$ cat src/rtl/cmw_map.svh
// register map, reset values and timing counts of the clock mode and wake-up block
`ifndef CMW_MAP_SVH
`define CMW_MAP_SVH
`define CMW_IDX_POWER_MODE_CONTROL 8'h87
`define CMW_IDX_P1WK 8'h96
`define CMW_IDX_OUTPUT_CLOCK_CONTROL 8'ha6
`define CMW_IDX_CLOCK_CONTROL_REG 8'hd8
`define CMW_IDX_IRQEN 8'he0
`define CMW_IDX_FLAG 8'he1
`define CMW_IDX_AUX 8'he2
`define CMW_RST_POWER_MODE_CONTROL 8'h00
`define CMW_RST_CLOCK_CONTROL_REG 8'h67
`define CMW_RST_P1WK 8'h00
`define CMW_RST_OUTPUT_CLOCK_CONTROL 8'h00
`define CMW_RST_IRQEN 8'h00
`define CMW_POWER_MODE_CONTROL_MASK 8'h8f
`define CMW_POWER_MODE_CONTROL_IDLE 0
`define CMW_POWER_MODE_CONTROL_STOP 1
`define CMW_FLAG_P1 7
`define CMW_AUX_MODE_LSB 4
`define CMW_CLK_KHZ 50000
`define CMW_FAST_KHZ 3750
`define CMW_SLOW_KHZ 32
`define CMW_HALF_CYC(k) ((`CMW_CLK_KHZ / (2 * (k))) < 1 ? 1 : (`CMW_CLK_KHZ / (2 * (k))))
`endif

$ cat src/rtl/cmw_pkg.sv
// types shared by the clock mode and wake-up block
package cmw_pkg;
	typedef enum logic [2:0] {
		CMW_RUN = 3'b001,
		CMW_IDLE = 3'b010,
		CMW_STOP = 3'b100
	} cmw_mode_e;
	typedef struct packed {
		logic slow_source_type;
		logic [1:0] osc_gain;
		logic periph_clock_halt;
		logic fast_osc_halt;
		logic fast_source_select;
		logic [1:0] system_clock_divider;
	} cmw_clock_control_reg_s;
	typedef struct packed {
		logic cpu;
		logic periph;
		logic sys_half;
	} cmw_clk_en_s;
	typedef struct packed {
		logic fast;
		logic slow_crystal;
		logic slow_rc;
	} cmw_osc_en_s;
	typedef struct packed {
		cmw_mode_e mode;
		logic [7:0] power_mode_control;
		cmw_clock_control_reg_s clock_control_reg;
		logic [7:0] p1wk;
		logic [7:0] output_clock_control;
		logic [7:0] irq_en;
		logic [7:0] flag;
		logic clkout_mode;
		logic [5:0] psc_cnt;
		logic phase;
		logic [2:0] ext_q;
		logic [7:0] p1_q;
		logic pready;
		logic pslverr;
		logic [31:0] prdata;
		cmw_clk_en_s clk_en;
		cmw_osc_en_s osc_en;
		logic oe_n;
	} cmw_top_st_s;
	typedef struct packed {
		logic [15:0] cnt;
		logic tick;
	} cmw_div_st_s;
	typedef struct packed {
		logic [2:0] cnt;
		logic pin;
	} cmw_clkout_st_s;
endpackage : cmw_pkg

$ cat src/rtl/cmw_top.sv
// clock source, power mode, wake-up and clock-out control with apb registers
//
// The APB slave port was chosen for this implementation.
`timescale 1ns/1ps
`include "cmw_map.svh"
module cmw_top #(
	parameter int unsigned FAST_HALF = `CMW_HALF_CYC(`CMW_FAST_KHZ),
	parameter int unsigned XTAL_HALF = `CMW_HALF_CYC(`CMW_SLOW_KHZ),
	parameter int unsigned RC_HALF = `CMW_HALF_CYC(`CMW_SLOW_KHZ)
) (
	// clock and reset
	input wire logic sys_clk_i,
	input wire logic reset_i,
	// apb slave
	input wire logic psel_i,
	input wire logic penable_i,
	input wire logic pwrite_i,
	input wire logic [9:0] paddr_i,
	input wire logic [31:0] pwdata_i,
	output logic [31:0] prdata_o,
	output logic pready_o,
	output logic pslverr_o,
	// wake and event sources
	input wire logic [2:0] ext_irq_pin_i,
	input wire logic [7:0] port1_pin_i,
	input wire logic [3:0] periph_event_i,
	// clock enables and mode
	output cmw_pkg::cmw_clk_en_s clk_en_o,
	output cmw_pkg::cmw_osc_en_s osc_en_o,
	output cmw_pkg::cmw_mode_e mode_o,
	// clock-out pin
	output logic clock_out_pin_o,
	output logic clock_out_oe_n_o
);
	import cmw_pkg::*;
	localparam cmw_top_st_s RST_ST = '{
		mode: CMW_RUN,
		power_mode_control: `CMW_RST_POWER_MODE_CONTROL,
		clock_control_reg: cmw_clock_control_reg_s'(`CMW_RST_CLOCK_CONTROL_REG),
		p1wk: `CMW_RST_P1WK,
		output_clock_control: `CMW_RST_OUTPUT_CLOCK_CONTROL,
		irq_en: `CMW_RST_IRQEN,
		osc_en: '{fast: 1'b1, slow_crystal: 1'b1, slow_rc: 1'b0},
		oe_n: 1'b1,
		default: '0
	};
	cmw_top_st_s st, next_st;
	logic fast_tick;
	logic xtal_tick;
	logic rc_tick;
	logic osc_half;
	logic [7:0] idx;
	logic hit;
	logic acc;
	logic done;
	logic wr;
	logic [7:0] wdat;
	logic [2:0] ext_fall;
	logic p1_change;
	logic [7:0] flag_set;
	logic [7:0] flag_clr;
	logic stop_block;
	logic stop_wake;
	logic idle_wake;
	logic [5:0] psc_limit;
	logic [7:0] rdat;
	cmw_clock_control_reg_s wcc;
	cmw_clock_control_reg_s ncc;

	// oscillators run from the register state, so stop halts them and clears their counts
	cmw_tick_div #(.HALF(FAST_HALF)) u_fast (
		.sys_clk_i(sys_clk_i),
		.reset_i(reset_i),
		.run_i(st.osc_en.fast),
		.tick_o(fast_tick)
	);
	cmw_tick_div #(.HALF(XTAL_HALF)) u_xtal (
		.sys_clk_i(sys_clk_i),
		.reset_i(reset_i),
		.run_i(st.osc_en.slow_crystal),
		.tick_o(xtal_tick)
	);
	cmw_tick_div #(.HALF(RC_HALF)) u_rc (
		.sys_clk_i(sys_clk_i),
		.reset_i(reset_i),
		.run_i(st.osc_en.slow_rc),
		.tick_o(rc_tick)
	);
	cmw_clkout u_clkout (
		.sys_clk_i(sys_clk_i),
		.reset_i(reset_i),
		.half_tick_i(st.clk_en.sys_half),
		.ratio_i(st.output_clock_control[2:0]),
		.pin_o(clock_out_pin_o)
	);

	// bus decode
	assign idx = paddr_i[9:2];
	assign hit = (idx == `CMW_IDX_POWER_MODE_CONTROL) || (idx == `CMW_IDX_P1WK) || (idx == `CMW_IDX_OUTPUT_CLOCK_CONTROL)
		|| (idx == `CMW_IDX_CLOCK_CONTROL_REG) || (idx == `CMW_IDX_IRQEN) || (idx == `CMW_IDX_FLAG)
		|| (idx == `CMW_IDX_AUX);
	assign acc = psel_i && penable_i && !st.pready;
	assign done = psel_i && penable_i && st.pready;
	assign wr = done && pwrite_i && hit;
	assign wdat = pwdata_i[7:0];
	assign wcc = cmw_clock_control_reg_s'(wdat);

	// events and wake conditions
	assign ext_fall = st.ext_q & ~ext_irq_pin_i;
	assign p1_change = |((port1_pin_i ^ st.p1_q) & st.p1wk);
	assign flag_set = {p1_change, periph_event_i, ext_fall};
	assign flag_clr = (wr && idx == `CMW_IDX_FLAG) ? wdat : 8'h00;
	assign stop_block = |(~ext_irq_pin_i & st.irq_en[2:0]);
	assign idle_wake = |(st.flag & st.irq_en);
	// timer and uart flags take no part in leaving stop
	assign stop_wake = (|(st.flag[2:0] & st.irq_en[2:0])) || st.flag[`CMW_FLAG_P1];

	// prescaler limit, kept in idle as well
	always_comb begin
		case (st.clock_control_reg.system_clock_divider)
			2'h0: psc_limit = 6'h3f;
			2'h1: psc_limit = 6'h0f;
			2'h2: psc_limit = 6'h03;
			default: psc_limit = 6'h00;
		endcase
	end
	// slow source follows the type bit; the fast one is always the fast oscillator u_fast
	assign osc_half = st.clock_control_reg.fast_source_select ? fast_tick
		: (st.clock_control_reg.slow_source_type ? rc_tick : xtal_tick);

	// guarded clock control update
	always_comb begin
		ncc = st.clock_control_reg;
		ncc.osc_gain = wcc.osc_gain;
		ncc.periph_clock_halt = wcc.periph_clock_halt;
		ncc.system_clock_divider = wcc.system_clock_divider;
		if (st.clock_control_reg.fast_source_select) begin
			ncc.slow_source_type = wcc.slow_source_type;
		end
		if (!st.clock_control_reg.fast_source_select) begin
			ncc.fast_osc_halt = wcc.fast_osc_halt;
		end
		if (!st.clock_control_reg.fast_osc_halt) begin
			ncc.fast_source_select = wcc.fast_source_select;
		end
		if (ncc.fast_osc_halt && ncc.fast_source_select) begin
			ncc.fast_osc_halt = st.clock_control_reg.fast_osc_halt;
			ncc.fast_source_select = st.clock_control_reg.fast_source_select;
		end
	end

	// read mux
	always_comb begin
		case (idx)
			`CMW_IDX_POWER_MODE_CONTROL: rdat = st.power_mode_control;
			`CMW_IDX_P1WK: rdat = st.p1wk;
			`CMW_IDX_OUTPUT_CLOCK_CONTROL: rdat = st.output_clock_control;
			`CMW_IDX_CLOCK_CONTROL_REG: rdat = st.clock_control_reg;
			`CMW_IDX_IRQEN: rdat = st.irq_en;
			`CMW_IDX_FLAG: rdat = st.flag;
			`CMW_IDX_AUX: rdat = {1'b0, st.mode, 3'h0, st.clkout_mode};
			default: rdat = 8'h00;
		endcase
	end

	always_comb begin
		next_st = st;
		next_st.ext_q = ext_irq_pin_i;
		next_st.p1_q = port1_pin_i;
		// apb: one wait cycle, answer taken from flops
		next_st.pready = acc;
		if (acc) begin
			next_st.prdata = {24'h000000, rdat};
			next_st.pslverr = !hit;
		end
		next_st.flag = (st.flag & ~flag_clr) | flag_set;
		if (wr) begin
			case (idx)
				`CMW_IDX_POWER_MODE_CONTROL: next_st.power_mode_control = wdat & `CMW_POWER_MODE_CONTROL_MASK;
				`CMW_IDX_P1WK: next_st.p1wk = wdat;
				`CMW_IDX_OUTPUT_CLOCK_CONTROL: next_st.output_clock_control = wdat;
				`CMW_IDX_CLOCK_CONTROL_REG: next_st.clock_control_reg = ncc;
				`CMW_IDX_IRQEN: next_st.irq_en = wdat;
				`CMW_IDX_AUX: next_st.clkout_mode = wdat[0];
				default: next_st.power_mode_control = st.power_mode_control;
			endcase
		end
		// power mode sequencing
		case (st.mode)
			CMW_RUN: begin
				if (st.power_mode_control[`CMW_POWER_MODE_CONTROL_STOP]) begin
					if (stop_block) begin
						next_st.power_mode_control[`CMW_POWER_MODE_CONTROL_STOP] = 1'b0;
					end else begin
						next_st.mode = CMW_STOP;
					end
				end else if (st.power_mode_control[`CMW_POWER_MODE_CONTROL_IDLE]) begin
					next_st.mode = CMW_IDLE;
				end
			end
			CMW_IDLE: begin
				if (idle_wake) begin
					next_st.mode = CMW_RUN;
					next_st.power_mode_control[`CMW_POWER_MODE_CONTROL_IDLE] = 1'b0;
				end
			end
			CMW_STOP: begin
				if (stop_wake) begin
					next_st.mode = CMW_RUN;
					next_st.power_mode_control[`CMW_POWER_MODE_CONTROL_IDLE] = 1'b0;
					next_st.power_mode_control[`CMW_POWER_MODE_CONTROL_STOP] = 1'b0;
				end
			end
			default: next_st.mode = CMW_RUN;
		endcase
		// oscillators: all halted in stop, fast one also by its halt bit
		next_st.osc_en.fast = !next_st.clock_control_reg.fast_osc_halt && next_st.mode != CMW_STOP;
		next_st.osc_en.slow_crystal = !next_st.clock_control_reg.slow_source_type
			&& next_st.mode != CMW_STOP;
		next_st.osc_en.slow_rc = next_st.clock_control_reg.slow_source_type && next_st.mode != CMW_STOP;
		// system clock prescaler
		next_st.clk_en.sys_half = 1'b0;
		if (osc_half && st.mode != CMW_STOP) begin
			if (st.psc_cnt >= psc_limit) begin
				next_st.psc_cnt = 6'h00;
				next_st.clk_en.sys_half = 1'b1;
			end else begin
				next_st.psc_cnt = st.psc_cnt + 6'h01;
			end
		end
		next_st.phase = st.phase ^ next_st.clk_en.sys_half;
		// rising edge of the system clock clocks the cpu and peripherals
		next_st.clk_en.cpu = next_st.clk_en.sys_half && !st.phase
			&& st.mode == CMW_RUN;
		next_st.clk_en.periph = next_st.clk_en.sys_half && !st.phase
			&& !(st.mode == CMW_IDLE && st.clock_control_reg.periph_clock_halt);
		next_st.oe_n = !st.clkout_mode;
	end

	always_ff @(posedge sys_clk_i) begin
		if (reset_i) begin
			st <= RST_ST;
		end else begin
			st <= next_st;
		end
	end

	assign prdata_o = st.prdata;
	assign pready_o = st.pready;
	assign pslverr_o = st.pslverr;
	assign clk_en_o = st.clk_en;
	assign osc_en_o = st.osc_en;
	assign mode_o = st.mode;
	assign clock_out_oe_n_o = st.oe_n;
endmodule : cmw_top

$ cat src/rtl/cmw_tick_div.sv
// oscillator model: half-period tick pulses from the system clock
`timescale 1ns/1ps
module cmw_tick_div #(
	parameter int unsigned HALF = 6
) (
	// clock and reset
	input wire logic sys_clk_i,
	input wire logic reset_i,
	// control
	input wire logic run_i,
	// tick
	output logic tick_o
);
	import cmw_pkg::*;
	cmw_div_st_s st, next_st;
	always_comb begin
		next_st = st;
		next_st.tick = 1'b0;
		if (!run_i) begin
			next_st.cnt = '0;
		end else if (st.cnt >= 16'(HALF - 1)) begin
			next_st.cnt = '0;
			next_st.tick = 1'b1;
		end else begin
			next_st.cnt = st.cnt + 16'h0001;
		end
	end
	always_ff @(posedge sys_clk_i) begin
		if (reset_i) begin
			st <= '0;
		end else begin
			st <= next_st;
		end
	end
	assign tick_o = st.tick;
endmodule : cmw_tick_div

$ cat src/rtl/cmw_clkout.sv
// clock-out waveform: ratio and duty counted in system clock half periods
`timescale 1ns/1ps
module cmw_clkout (
	// clock and reset
	input wire logic sys_clk_i,
	input wire logic reset_i,
	// system clock half-period tick and ratio code
	input wire logic half_tick_i,
	input wire logic [2:0] ratio_i,
	// pin level
	output logic pin_o
);
	import cmw_pkg::*;
	cmw_clkout_st_s st, next_st;
	logic [2:0] period;
	logic [2:0] high;
	always_comb begin
		case (ratio_i)
			3'h0: begin period = 3'h4; high = 3'h2; end
			3'h1: begin period = 3'h6; high = 3'h2; end
			3'h2: begin period = 3'h0; high = 3'h2; end
			3'h3: begin period = 3'h4; high = 3'h1; end
			3'h4: begin period = 3'h2; high = 3'h1; end
			3'h5: begin period = 3'h6; high = 3'h4; end
			3'h6: begin period = 3'h0; high = 3'h6; end
			default: begin period = 3'h4; high = 3'h3; end
		endcase
	end
	// period 0 stands for eight half periods, wrapping the 3-bit counter
	always_comb begin
		next_st = st;
		if (half_tick_i) begin
			// a count left past a shorter period by a code change wraps at once
			if (period != 3'h0 && ({1'b0, st.cnt} + 4'h1) >= {1'b0, period}) begin
				next_st.cnt = 3'h0;
			end else begin
				next_st.cnt = st.cnt + 3'h1;
			end
			next_st.pin = (next_st.cnt < high);
		end
	end
	always_ff @(posedge sys_clk_i) begin
		if (reset_i) begin
			st <= '0;
		end else begin
			st <= next_st;
		end
	end
	assign pin_o = st.pin;
endmodule : cmw_clkout

$ cat config.mk
export PLATFORM = sky130hd
export DESIGN_NAME = cmw_top
export DESIGN_NICKNAME = d
export VERILOG_FILES = /design/src/rtl/cmw_pkg.sv /design/src/rtl/cmw_top.sv /design/src/rtl/cmw_tick_div.sv /design/src/rtl/cmw_clkout.sv
export VERILOG_INCLUDE_DIRS = /design/src /design/src/rtl
export SDC_FILE = /design/constraint.sdc
export NUM_CORES = 1
export LEC_CHECK = 0
export BUFFER_PORTS_ARGS = -buffer_cell sky130_fd_sc_hd__buf_2
export CAP_MARGIN = 20
export CORE_MARGIN = 10
export CORE_UTILIZATION = 24
export CTS_CLUSTER_DIAMETER = 40
export DETAILED_ROUTE_END_ITERATION = 12
export PLACE_DENSITY = 0.43
export SYNTH_ARGS = -nofsm -noshare
export SYNTH_HDL_FRONTEND = slang
export SYNTH_SLANG_ARGS = --single-unit
$ cat constraint.sdc
create_clock -name sys_clk_i -period 6 [get_ports sys_clk_i]
set_input_delay 0.3 -clock sys_clk_i [delete_from_list [all_inputs] [get_ports sys_clk_i]]
set_output_delay 0.3 -clock sys_clk_i [all_outputs]
set_load 0.005 [all_outputs]
# After elaboration in Yosys (flattened, before gate mapping)

Index checks and enable logic that the tools add are counted.

Output and inout port bits: 45
Word-level logic and storage cells: 174
Bits of input ports: 62
Flip-flop bits (word level): 139

Magnitude comparators: 6
$add $sub $neg: 6
Eq/ne operators: 20
Muxes and demuxes: 37
Reduce and logical (&&, ||, !) cells: 54
Bitwise operators: 15

Operators by type and width:

| cell                    | number |
|---|---|
| $eq A8 B8 Y1 const B    | 7 |
| $pmux W8 S7             | 1 |
| $add A16 B1 Y16 const B | 3 |
| $mux W8                 | 5 |
| $mux W34                | 1 |
| $ge A16 B10 Y1 const B  | 2 |
| $and A8 B8 Y8           | 3 |
| $mux W3                 | 7 |
| $pmux W3 S3             | 2 |
| $pmux W6 S3             | 1 |
| $reduce_or A3 Y1        | 6 |
| $ge A16 B3 Y1 const B   | 1 |
| $logic_and A1 B1 Y1     | 16 |
| $reduce_or A8 Y1        | 2 |
| $mux W1                 | 13 |
| $eq A3 B3 Y1 const B    | 4 |
| $pmux W3 S4             | 1 |
| $reduce_and A2 Y1       | 6 |
| $reduce_or A2 Y1        | 6 |
| $and A3 B3 Y3           | 3 |
| $eq A3 B2 Y1 const B    | 3 |
| $not A8 Y8              | 1 |
| $or A8 B8 Y8            | 1 |
| $xor A8 B8 Y8           | 1 |
| other kinds (22)        | 42 |

# Depth between registers and ports, before layout

Gate-level depths: netlist of run 1.

Depth after elaboration: 13
Depth in mapped cells: 11
Mapped depth without buffers: 10

# Modules after synthesis

From an unflattened synthesis of run 1, not the netlist that was laid out.

Cell total of the unflattened synthesis: 700
Area total of the unflattened synthesis: 6476.2 µm²

Modules (own cells, without submodules):

| module                   | area each (µm²) | instances | cells an instance | sequential area each (µm²) |
|---|---|---|---|---|
| cmw_top                  | 4279.1          | 1         | 491               | 1681.6 |
| cmw_tick_div at u_rc ... | 675.6           | 2         | 63                | 340.3 |
| cmw_tick_div at u_fast   | 495.5           | 1         | 40                | 340.3 |
| cmw_clkout               | 350.3           | 1         | 43                | 80.1 |

# Worst setup path before layout of run 1

OpenSTA, ideal clock, no wires.

Path kind: register to register
Start: register u_clkout.st[1] (netlist bit)
End: register u_clkout.st (netlist bit u_clkout.pin_o)
Period minus slack after synthesis: 2440 ps
Arrival: 2348 ps
Data required time: 5908 ps
Path buffers: 0
Cell stages (with the launch flop): 11
Slack: 3560 ps
Setup time: 92 ps
Cell sequence: dfxtp_1 > ha_1 > xor2_1 > ha_1 > a22o_1 > a211oi_1 > nor2_1 > nor2b_1 > ha_1 > a21o_1 > o32ai_1

Cells in the longest elaborated chain, start to end: 6
Elaborated cells on any way between the ends: 7
Those cells by class: add/sub (2); order compare (2); mux (2); reduce/logical (1)

Ends and longest elaborated chain:

| what                     | RTL line         | source |
|---|---|---|
| start: declaration       | cmw_clkout.sv:14 | `cmw_clkout_st_s st, next_st;` |
| start signal: assignment | cmw_clkout.sv:46 | `st <= next_st;` |
| $add A3 B1 Y4            | cmw_clkout.sv:34 | `if (period != 3'h0 && ({1'b0, st.cnt} + 4'h1) >= {1'b0, period}) begin` |
| $ge A4 B3 Y1             | cmw_clkout.sv:34 |  |
| $logic_and A1 B1 Y1      | cmw_clkout.sv:34 |  |
| $mux W3 (*)              | cmw_clkout.sv:34 |  |
| $mux W3 (*)              | cmw_clkout.sv:32 | `if (half_tick_i) begin` |
| $lt A3 B3 Y1 (*)         | cmw_clkout.sv:39 | `next_st.pin = (next_st.cnt < high);` |

Every way passes the cells marked *; elsewhere a longest branch is shown, timed or not. The select of a mux whose other input is x is not followed.
A chain may end at the register's enable or synchronous reset.

# Worst setup path in the final report of run 1

Same ends and word-level chain as after synthesis.

==> impl_metrics.tcl, run 1 <==
set metrics [dict create \
    yosysWarnings 0 \
    slew-limit-headroom_pct 33.3 \
    n_antenna_cell 0 \
    synthDistinctLibCells 69 \
    final_common_cell "dfxtp_1" \
    overflow 0 \
    reg2reg_depth 10 \
    path_class "flip-flop to flip-flop" \
    clock-sinks 139 \
    synthFlopType "dfxtp_1" \
    post_drt_wl_per_cell_um 15.4 \
    insertion_delay_ps 420 \
    cts_tree "yes" \
    synth_top_family_by_area "simple AND/OR/NAND/NOR gates" \
    seq_area_frac_synth_pct 42.7 \
    critPathArrivalTime_ps 3050 \
    fillers 2804 \
    via_per_inst 4.41 \
    antenna_left 0 \
    drive_above_1_share_pct 14.3 \
    initial_core_util_pct 24.3 \
    hold_ws_ps 99.3 \
    crit_required_ps 6320 \
    min_period_ps 2730 \
    status "complete, no violations" \
    final.setup.tns_ps 0 \
    pwr-share-clk_pct 50.3 \
    swShare_pct 22.7 \
    numCtsBuffers 17 \
    synth_seq_cells 139 \
    synthAdderAreaFrac_pct 3.84 \
    drv_cap 0 \
    p_switching_uw 480 \
    slew_viol_final 0 \
    hold_depth 3 \
    rsz0062_at_grt "false" \
    synth_top_cell_by_area "dfxtp_1" \
    cp_max_fo 5 \
    synth-compound-area-share_pct 12.7 \
    htree_levels 4 \
    syn_to_final_growth_pct 16.1 \
    max_freq_ghz 0.366 \
    netlist_area_um2 6510 \
    hold_violations 0 \
    p_per_area_nw_per_um2 280 \
    setup-violations-final 0 \
    coreArea_um2 26800 \
    ir_drop_uv 139 \
    hpwlAfterDp_um 12200 \
    leakage_uw 0.00326 \
    nets 816 \
    synthMuxAreaShare_pct 5.40 \
    synth_top_area_share_pct 42.7 \
    power.share.combinational_pct 4.6 \
    end_kind "flip-flop" \
    skew_ps 12.1 \
    dieArea_um2 34100 \
    p_int_uw 1640 \
    pwr-share-seq_pct 45.1 \
    routabilityCongestion 0.768 \
    post_cts_buffers 0 \
    port_buffers 56 \
    tightest_slew_ps 998 \
    clockBufferDepth 2 \
    grt_pass1_wl_um 26100 \
    syn_inst 681 \
    cts_repair_resize_count 0 \
    min_path_type "primary input to flip-flop" \
    route.detailed.drc 0 \
    drt-total-wl_um 16800 \
    grt_antenna_before_repair 0 \
    dr.pass1.iters 5 \
    post-route-period-util_pct 45.5 \
    die_h_um 185 \
    core.rowCount 60 \
    mostFrequentLayoutCells "139 x dfxtp_1, 79 x nor2_1, 56 x buf_2" \
    first_global_vias 4634 \
    clockRootBuffer "clkbuf_16" \
    yosys-top-cells-area "dfxtp_1 43%, buf_4 5.3%, mux2i_1 5.2%" \
    vias 4798 \
    synth_edf_count 0 \
    synth-simple-area-share_pct 23.3 \
    drt-initial-drc-count 264 \
    path_clk_slew_ps 60 \
    synth.avg_cell_area_um2 9.56 \
    pin_count 107 \
    die_x_um 185 \
    start_kind "flip-flop" \
    async_flop_share_pct 0 \
    multi_input_area_um2 3370 \
    grt_max_degree 52 \
    grt_usage_pct 9.84 \
    register_area_um2 2780 \
    ctsHoldBuffers 0 \
    yosys.area_share.xor_xnor_pct 3.63 \
]
-- cell families (layout without fill, tap and decap cells) --
group | count (synthesis) | after routing
flops | 139 | 139
xor+xnor | 27 | 27
other cells | 1 | 48
fa+ha+maj | 20 | 20
compound gates | 105 | 105
simple gates | 260 | 260
buf+inv | 94 | 113
mux | 35 | 35
-- cell type report --
cell class	count	share of cell area, %
Timing Repair Buffer	58	3.91
Sequential cell	139	36.8
Tap cell	341	5.65
Clock buffer	23	6.46
Clock inverter	9	1.46
Multi-Input combinational cell	495	44.6
Inverter	23	1.14
-- flip-flops by register name, indices dropped and copies added (netlist names), 3 cells and up --
signal / count
osc_en_o: 3
u_clkout.st: 3
prdata_o: 8
u_fast.st: 16
st: 64
u_xtal.st: 16
clk_en_o: 3
mode_o: 3
u_rc.st: 16
-- cell usage after synthesis, types with 7 or more instances --
master and count:
nand3_1 17, mux2i_1 34, and3_1 13, nor4_1 7, a221oi_1 7, nor2_1 79, inv_1 23, nand2b_1 23
buf_2 8, o21ai_0 13, ha_1 20, clkbuf_1 15, dfxtp_1 139, nand2_1 24, and3b_1 13, nand4_1 16
xnor2_1 7, buf_4 46, a21oi_1 12, xor2_1 20, nor2b_1 23, a22o_1 11, o211ai_1 7, a211oi_1 8
-- per-layer routing --
layer	GRT usage [%]	up-vias	part of all wire (%)
li1	-	2451	-
met1	13.1	2229	49
met2	14.8	101	45
met3	2.89	17	5.2
met4	3.32	0	1.3
met5	0	-	0
-- stage by stage --
step	instances	util (%)	instance area (um^2)	power [uW]	setup slack, ps
after floorplan	728	-	6690	1040	3560
after global placement	1056	26.0	6960	1070	3250
after detailed placement	1056	26.0	6960	1070	3280
after CTS	1088	28.2	7560	2150	3240
after global routing	1088	28.2	7560	2200	2970
final	1088	28.2	7560	2120	3270
-- power groups by stage --
stage	combinational, uW	sequential (uW)	clock, uW
floorplan	72.9	972	0
global placement	97.9	975	0
detailed placement	97.7	975	0
CTS	98.2	955	1100
global route	110	956	1140
finish	97.0	955	1060
-- worst max-delay path, cell delays in order (launching register included) --
cell      delay, ps
dfxtp_1         400
ha_1            230
xor2_1          220
ha_1            270
a22o_1          190
a211oi_1        370
nor2_1          130
nor2b_1         130
ha_1            250
a21o_1          180
o32ai_1         260
-- final timing paths --
kind / from / end / slack (ps)
setup / recovery: u_clkout.st[1] / u_clkout.pin_o / 3270
hold / removal: periph_event_i[1] / st[64] / 100
setup reg to reg: u_clkout.st[1] / u_clkout.pin_o / 3270
hold reg to reg: st[59] / clock_out_oe_n_o / 420
No activity file was read; power rests on OpenSTA's default activity.
==> inputs of run 2 (changes only) <==
--- a/config.mk
+++ b/config.mk
@@ -6,6 +6,7 @@
 export SDC_FILE = /design/constraint.sdc
 export NUM_CORES = 1
 export LEC_CHECK = 0
+export ABC_AREA = 1
 export BUFFER_PORTS_ARGS = -buffer_cell sky130_fd_sc_hd__buf_2
 export CAP_MARGIN = 20
 export CORE_MARGIN = 10
==> constraint.sdc (replaced) <==
create_clock -name sys_clk_i -period 2.63 [get_ports sys_clk_i]
set_input_delay 0.1315 -clock sys_clk_i [delete_from_list [all_inputs] [get_ports sys_clk_i]]
set_output_delay 0.1315 -clock sys_clk_i [all_outputs]
set_load 0.005 [all_outputs]
==> run 2 against run 1 <==
  * Combinational power is 150% higher
  * Global-route usage up 0.95 points
  * Die area down 0.19%
  * Area after synthesis shrank 0.21%
  * Synthesized cell count grew 33%
  * Maximum frequency is 22% higher
  * Setup slack worse by 2900 ps
==> impl_metrics.tcl, run 2 <==
set metrics [dict create \
    synth.most_common_cell "nand2_1" \
    min_path_type "primary input to flip-flop" \
    die_h_um 185 \
    clock-sinks 139 \
    yosysWarnings 0 \
    crit_chain "ha_1 > xor2_1 > ha_1 > nand2_1 > nand2_1 > nand2_1 > nand2_1 > o21ai_0 > nand2_1 > inv_1 > ha_1 > a21oi_1 > nand3_1 > a21oi_1" \
    reg2reg_depth 14 \
    synth_seq_cells 139 \
    start_kind "flip-flop" \
    post_drt_wl_per_cell_um 13.2 \
    syn_inst 904 \
    drt-total-wl_um 17900 \
    setup-violations-final 0 \
    final_common_cell "nand2_1" \
    yosys-top-cells-area "dfxtp_1 43%, nand2_1 12%, nor2_1 7.3%" \
    synthDistinctLibCells 38 \
    synth_edf_count 0 \
    stdcell_area_um2 7780 \
    insertion_delay_ps 420 \
    max_stage_delay_ps 380 \
    grt_pass1_wl_um 28600 \
    tightest_slew_ps 654 \
    critPathArrivalTime_ps 2600 \
    design_power_total_uw 4750 \
    synthMuxAreaShare_pct 0 \
    crit_required_ps 2980 \
    hpwlAfterDp_um 13500 \
    first_global_vias 5343 \
    worstReg2RegStart "u_clkout.st[1]" \
    slew_viol_final 0 \
    path_class "flip-flop to flip-flop" \
    p_per_area_nw_per_um2 611 \
    via_per_inst 4.15 \
    overflow 0 \
    min_to "st[98]" \
    grt-busiest-layer "met2" \
    seq_area_frac_synth_pct 42.8 \
    largest_register_ffs 64 \
    post-route-period-util_pct 85.4 \
    globalRouteMet3Util_pct 3.37 \
    path_common_cell "nand2_1" \
    cts_tree "yes" \
    synthAdderAreaFrac_pct 3.85 \
    end_kind "flip-flop" \
    synth.avg_cell_area_um2 7.19 \
    clockBufferDepth 2 \
    dieArea_um2 34000 \
    hold_violations 0 \
    synth_top_family_by_area "simple AND/OR/NAND/NOR gates" \
    hold_depth 3 \
    synth_top_area_share_pct 42.8 \
    synth-simple-area-share_pct 28.8 \
    ir_drop_uv 395 \
    max_freq_ghz 0.445 \
    synth_top_cell_by_area "dfxtp_1" \
    leakage_uw 0.00347 \
    core.rowCount 60 \
    min_from "pwdata_i[6]" \
    slew-limit-headroom_pct 56.4 \
    dr.pass1.iters 5 \
    hold_ws_ps 52.6 \
    grt_max_degree 58 \
    ys_top_cells_by_count "202 x nand2_1, 139 x dfxtp_1, 126 x nor2_1" \
    vias 5615 \
    die_x_um 185 \
    routabilityCongestion 0.829 \
    numCtsBuffers 17 \
    htree_levels 4 \
    reg2reg_slack_ps 380 \
    antenna_left 0 \
    cp_max_fo 4 \
    post_cts_buffers 0 \
    clockRootBuffer "clkbuf_16" \
    initial_core_util_pct 24.2 \
    grt_usage_pct 10.8 \
    grt_antenna_before_repair 7 \
    r2r_end "u_clkout.pin_o" \
    coreArea_um2 26800 \
    drive_above_1_share_pct 11.1 \
    nets 1075 \
    drt-initial-drc-count 414 \
    dpl-instance-area_um2 7050 \
    mostFrequentLayoutCells "202 x nand2_1, 139 x dfxtp_1, 126 x nor2_1" \
    rsz0062_at_grt "false" \
    port_buffers 56 \
    grt_use_met2_pct 17.1 \
    critPathSlowestCell "dfxtp_1" \
    netlist_area_um2 6500 \
    min_period_ps 2250 \
    async_flop_share_pct 0 \
    path_clk_slew_ps 60 \
    regMostFlops "st" \
    syn_to_final_growth_pct 19.7 \
    pin_count 107 \
    status "complete, no violations" \
    synth-compound-area-share_pct 8.57 \
    use_met1_pct 13.4 \
    synthFlopType "dfxtp_1" \
    route.detailed.drc 0 \
    yosys.area_share.xor_xnor_pct 2.29 \
    post-route-util_pct 29.0 \
    ctsHoldBuffers 15 \
    final.setup.tns_ps 0 \
    drv_cap 0 \
    skew_ps 8.31 \
    cts_repair_resize_count 0 \
]
## run 2: cell count changes after synthesis, sizes merged, moves of 13 or more
cell    change
nand3      +29
and3b      -13
a21oi      +48
nand2b     -23
mux2i      -34
and3       -14
o21ai      +15
nor2b      -23
inv       +101
nand2     +181
nor2       +54
## run 2: cell type report
cell class,count,area (um^2)
antenna,6,15.0
clock buffer,18,429
clock inverter,14,138
fill,2983,19000
inverter,126,473
multi-input combinational,628,3010
sequential,139,2780
tap,341,427
timing repair buffer,81,505
## run 2: critical path: cells and delay by family (launching register included)
kind	cells	cell delay, ps
AOI/OAI and AO/OA	3	400
xor gates and xnor gates	1	210
adders and majority gates	3	690
buffers and inverters	1	70
DFF	1	380
and+or+nand+nor	6	420
## run 2: logic make-up after synthesis
kind of cell	after synthesis
flip-flops	139
other	1
buffers and inverters	184
adder cells (fa/ha/maj)	20
AO/OA/AOI/OAI	104
XOR/XNOR	17
AND/OR/NAND/NOR	439
## run 2: per-layer routing
layer | part of all wire (%) | vias up
met5 | 0.073 | -
met3 | 6.2 | 20
met4 | 1.8 | 2
li1 | - | 2956
met1 | 47 | 2528
met2 | 45 | 109
## run 2: stage by stage
step	std cells	worst slack, ps
global placement	1300	384
CTS	1347	362
floorplan	951	590
global route	1349	88.2
finish	1353	383
detailed placement	1300	407
## run 2: report_power, final
group	total, uW	leakage, uW	switching (uW)	internal, uW
sequential	2180	0.00114	25.1	2160
clock	2330	0.000255	1010	1320
combinational	242	0.00208	155	86.7
## run 2: how the worst max path moves through the flow
stage | slack (ps) | end | start | cells after the start
after floorplan | 590 | u_clkout.pin_o | u_clkout.st[1] | 14
after global placement | 380 | u_clkout.pin_o | u_clkout.st[1] | 14
after detailed placement | 410 | u_clkout.pin_o | u_clkout.st[1] | 14
after CTS | 360 | u_clkout.pin_o | u_clkout.st[1] | 14
after global routing | 90 | u_clkout.pin_o | u_clkout.st[1] | 12
final | 380 | u_clkout.pin_o | u_clkout.st[1] | 14
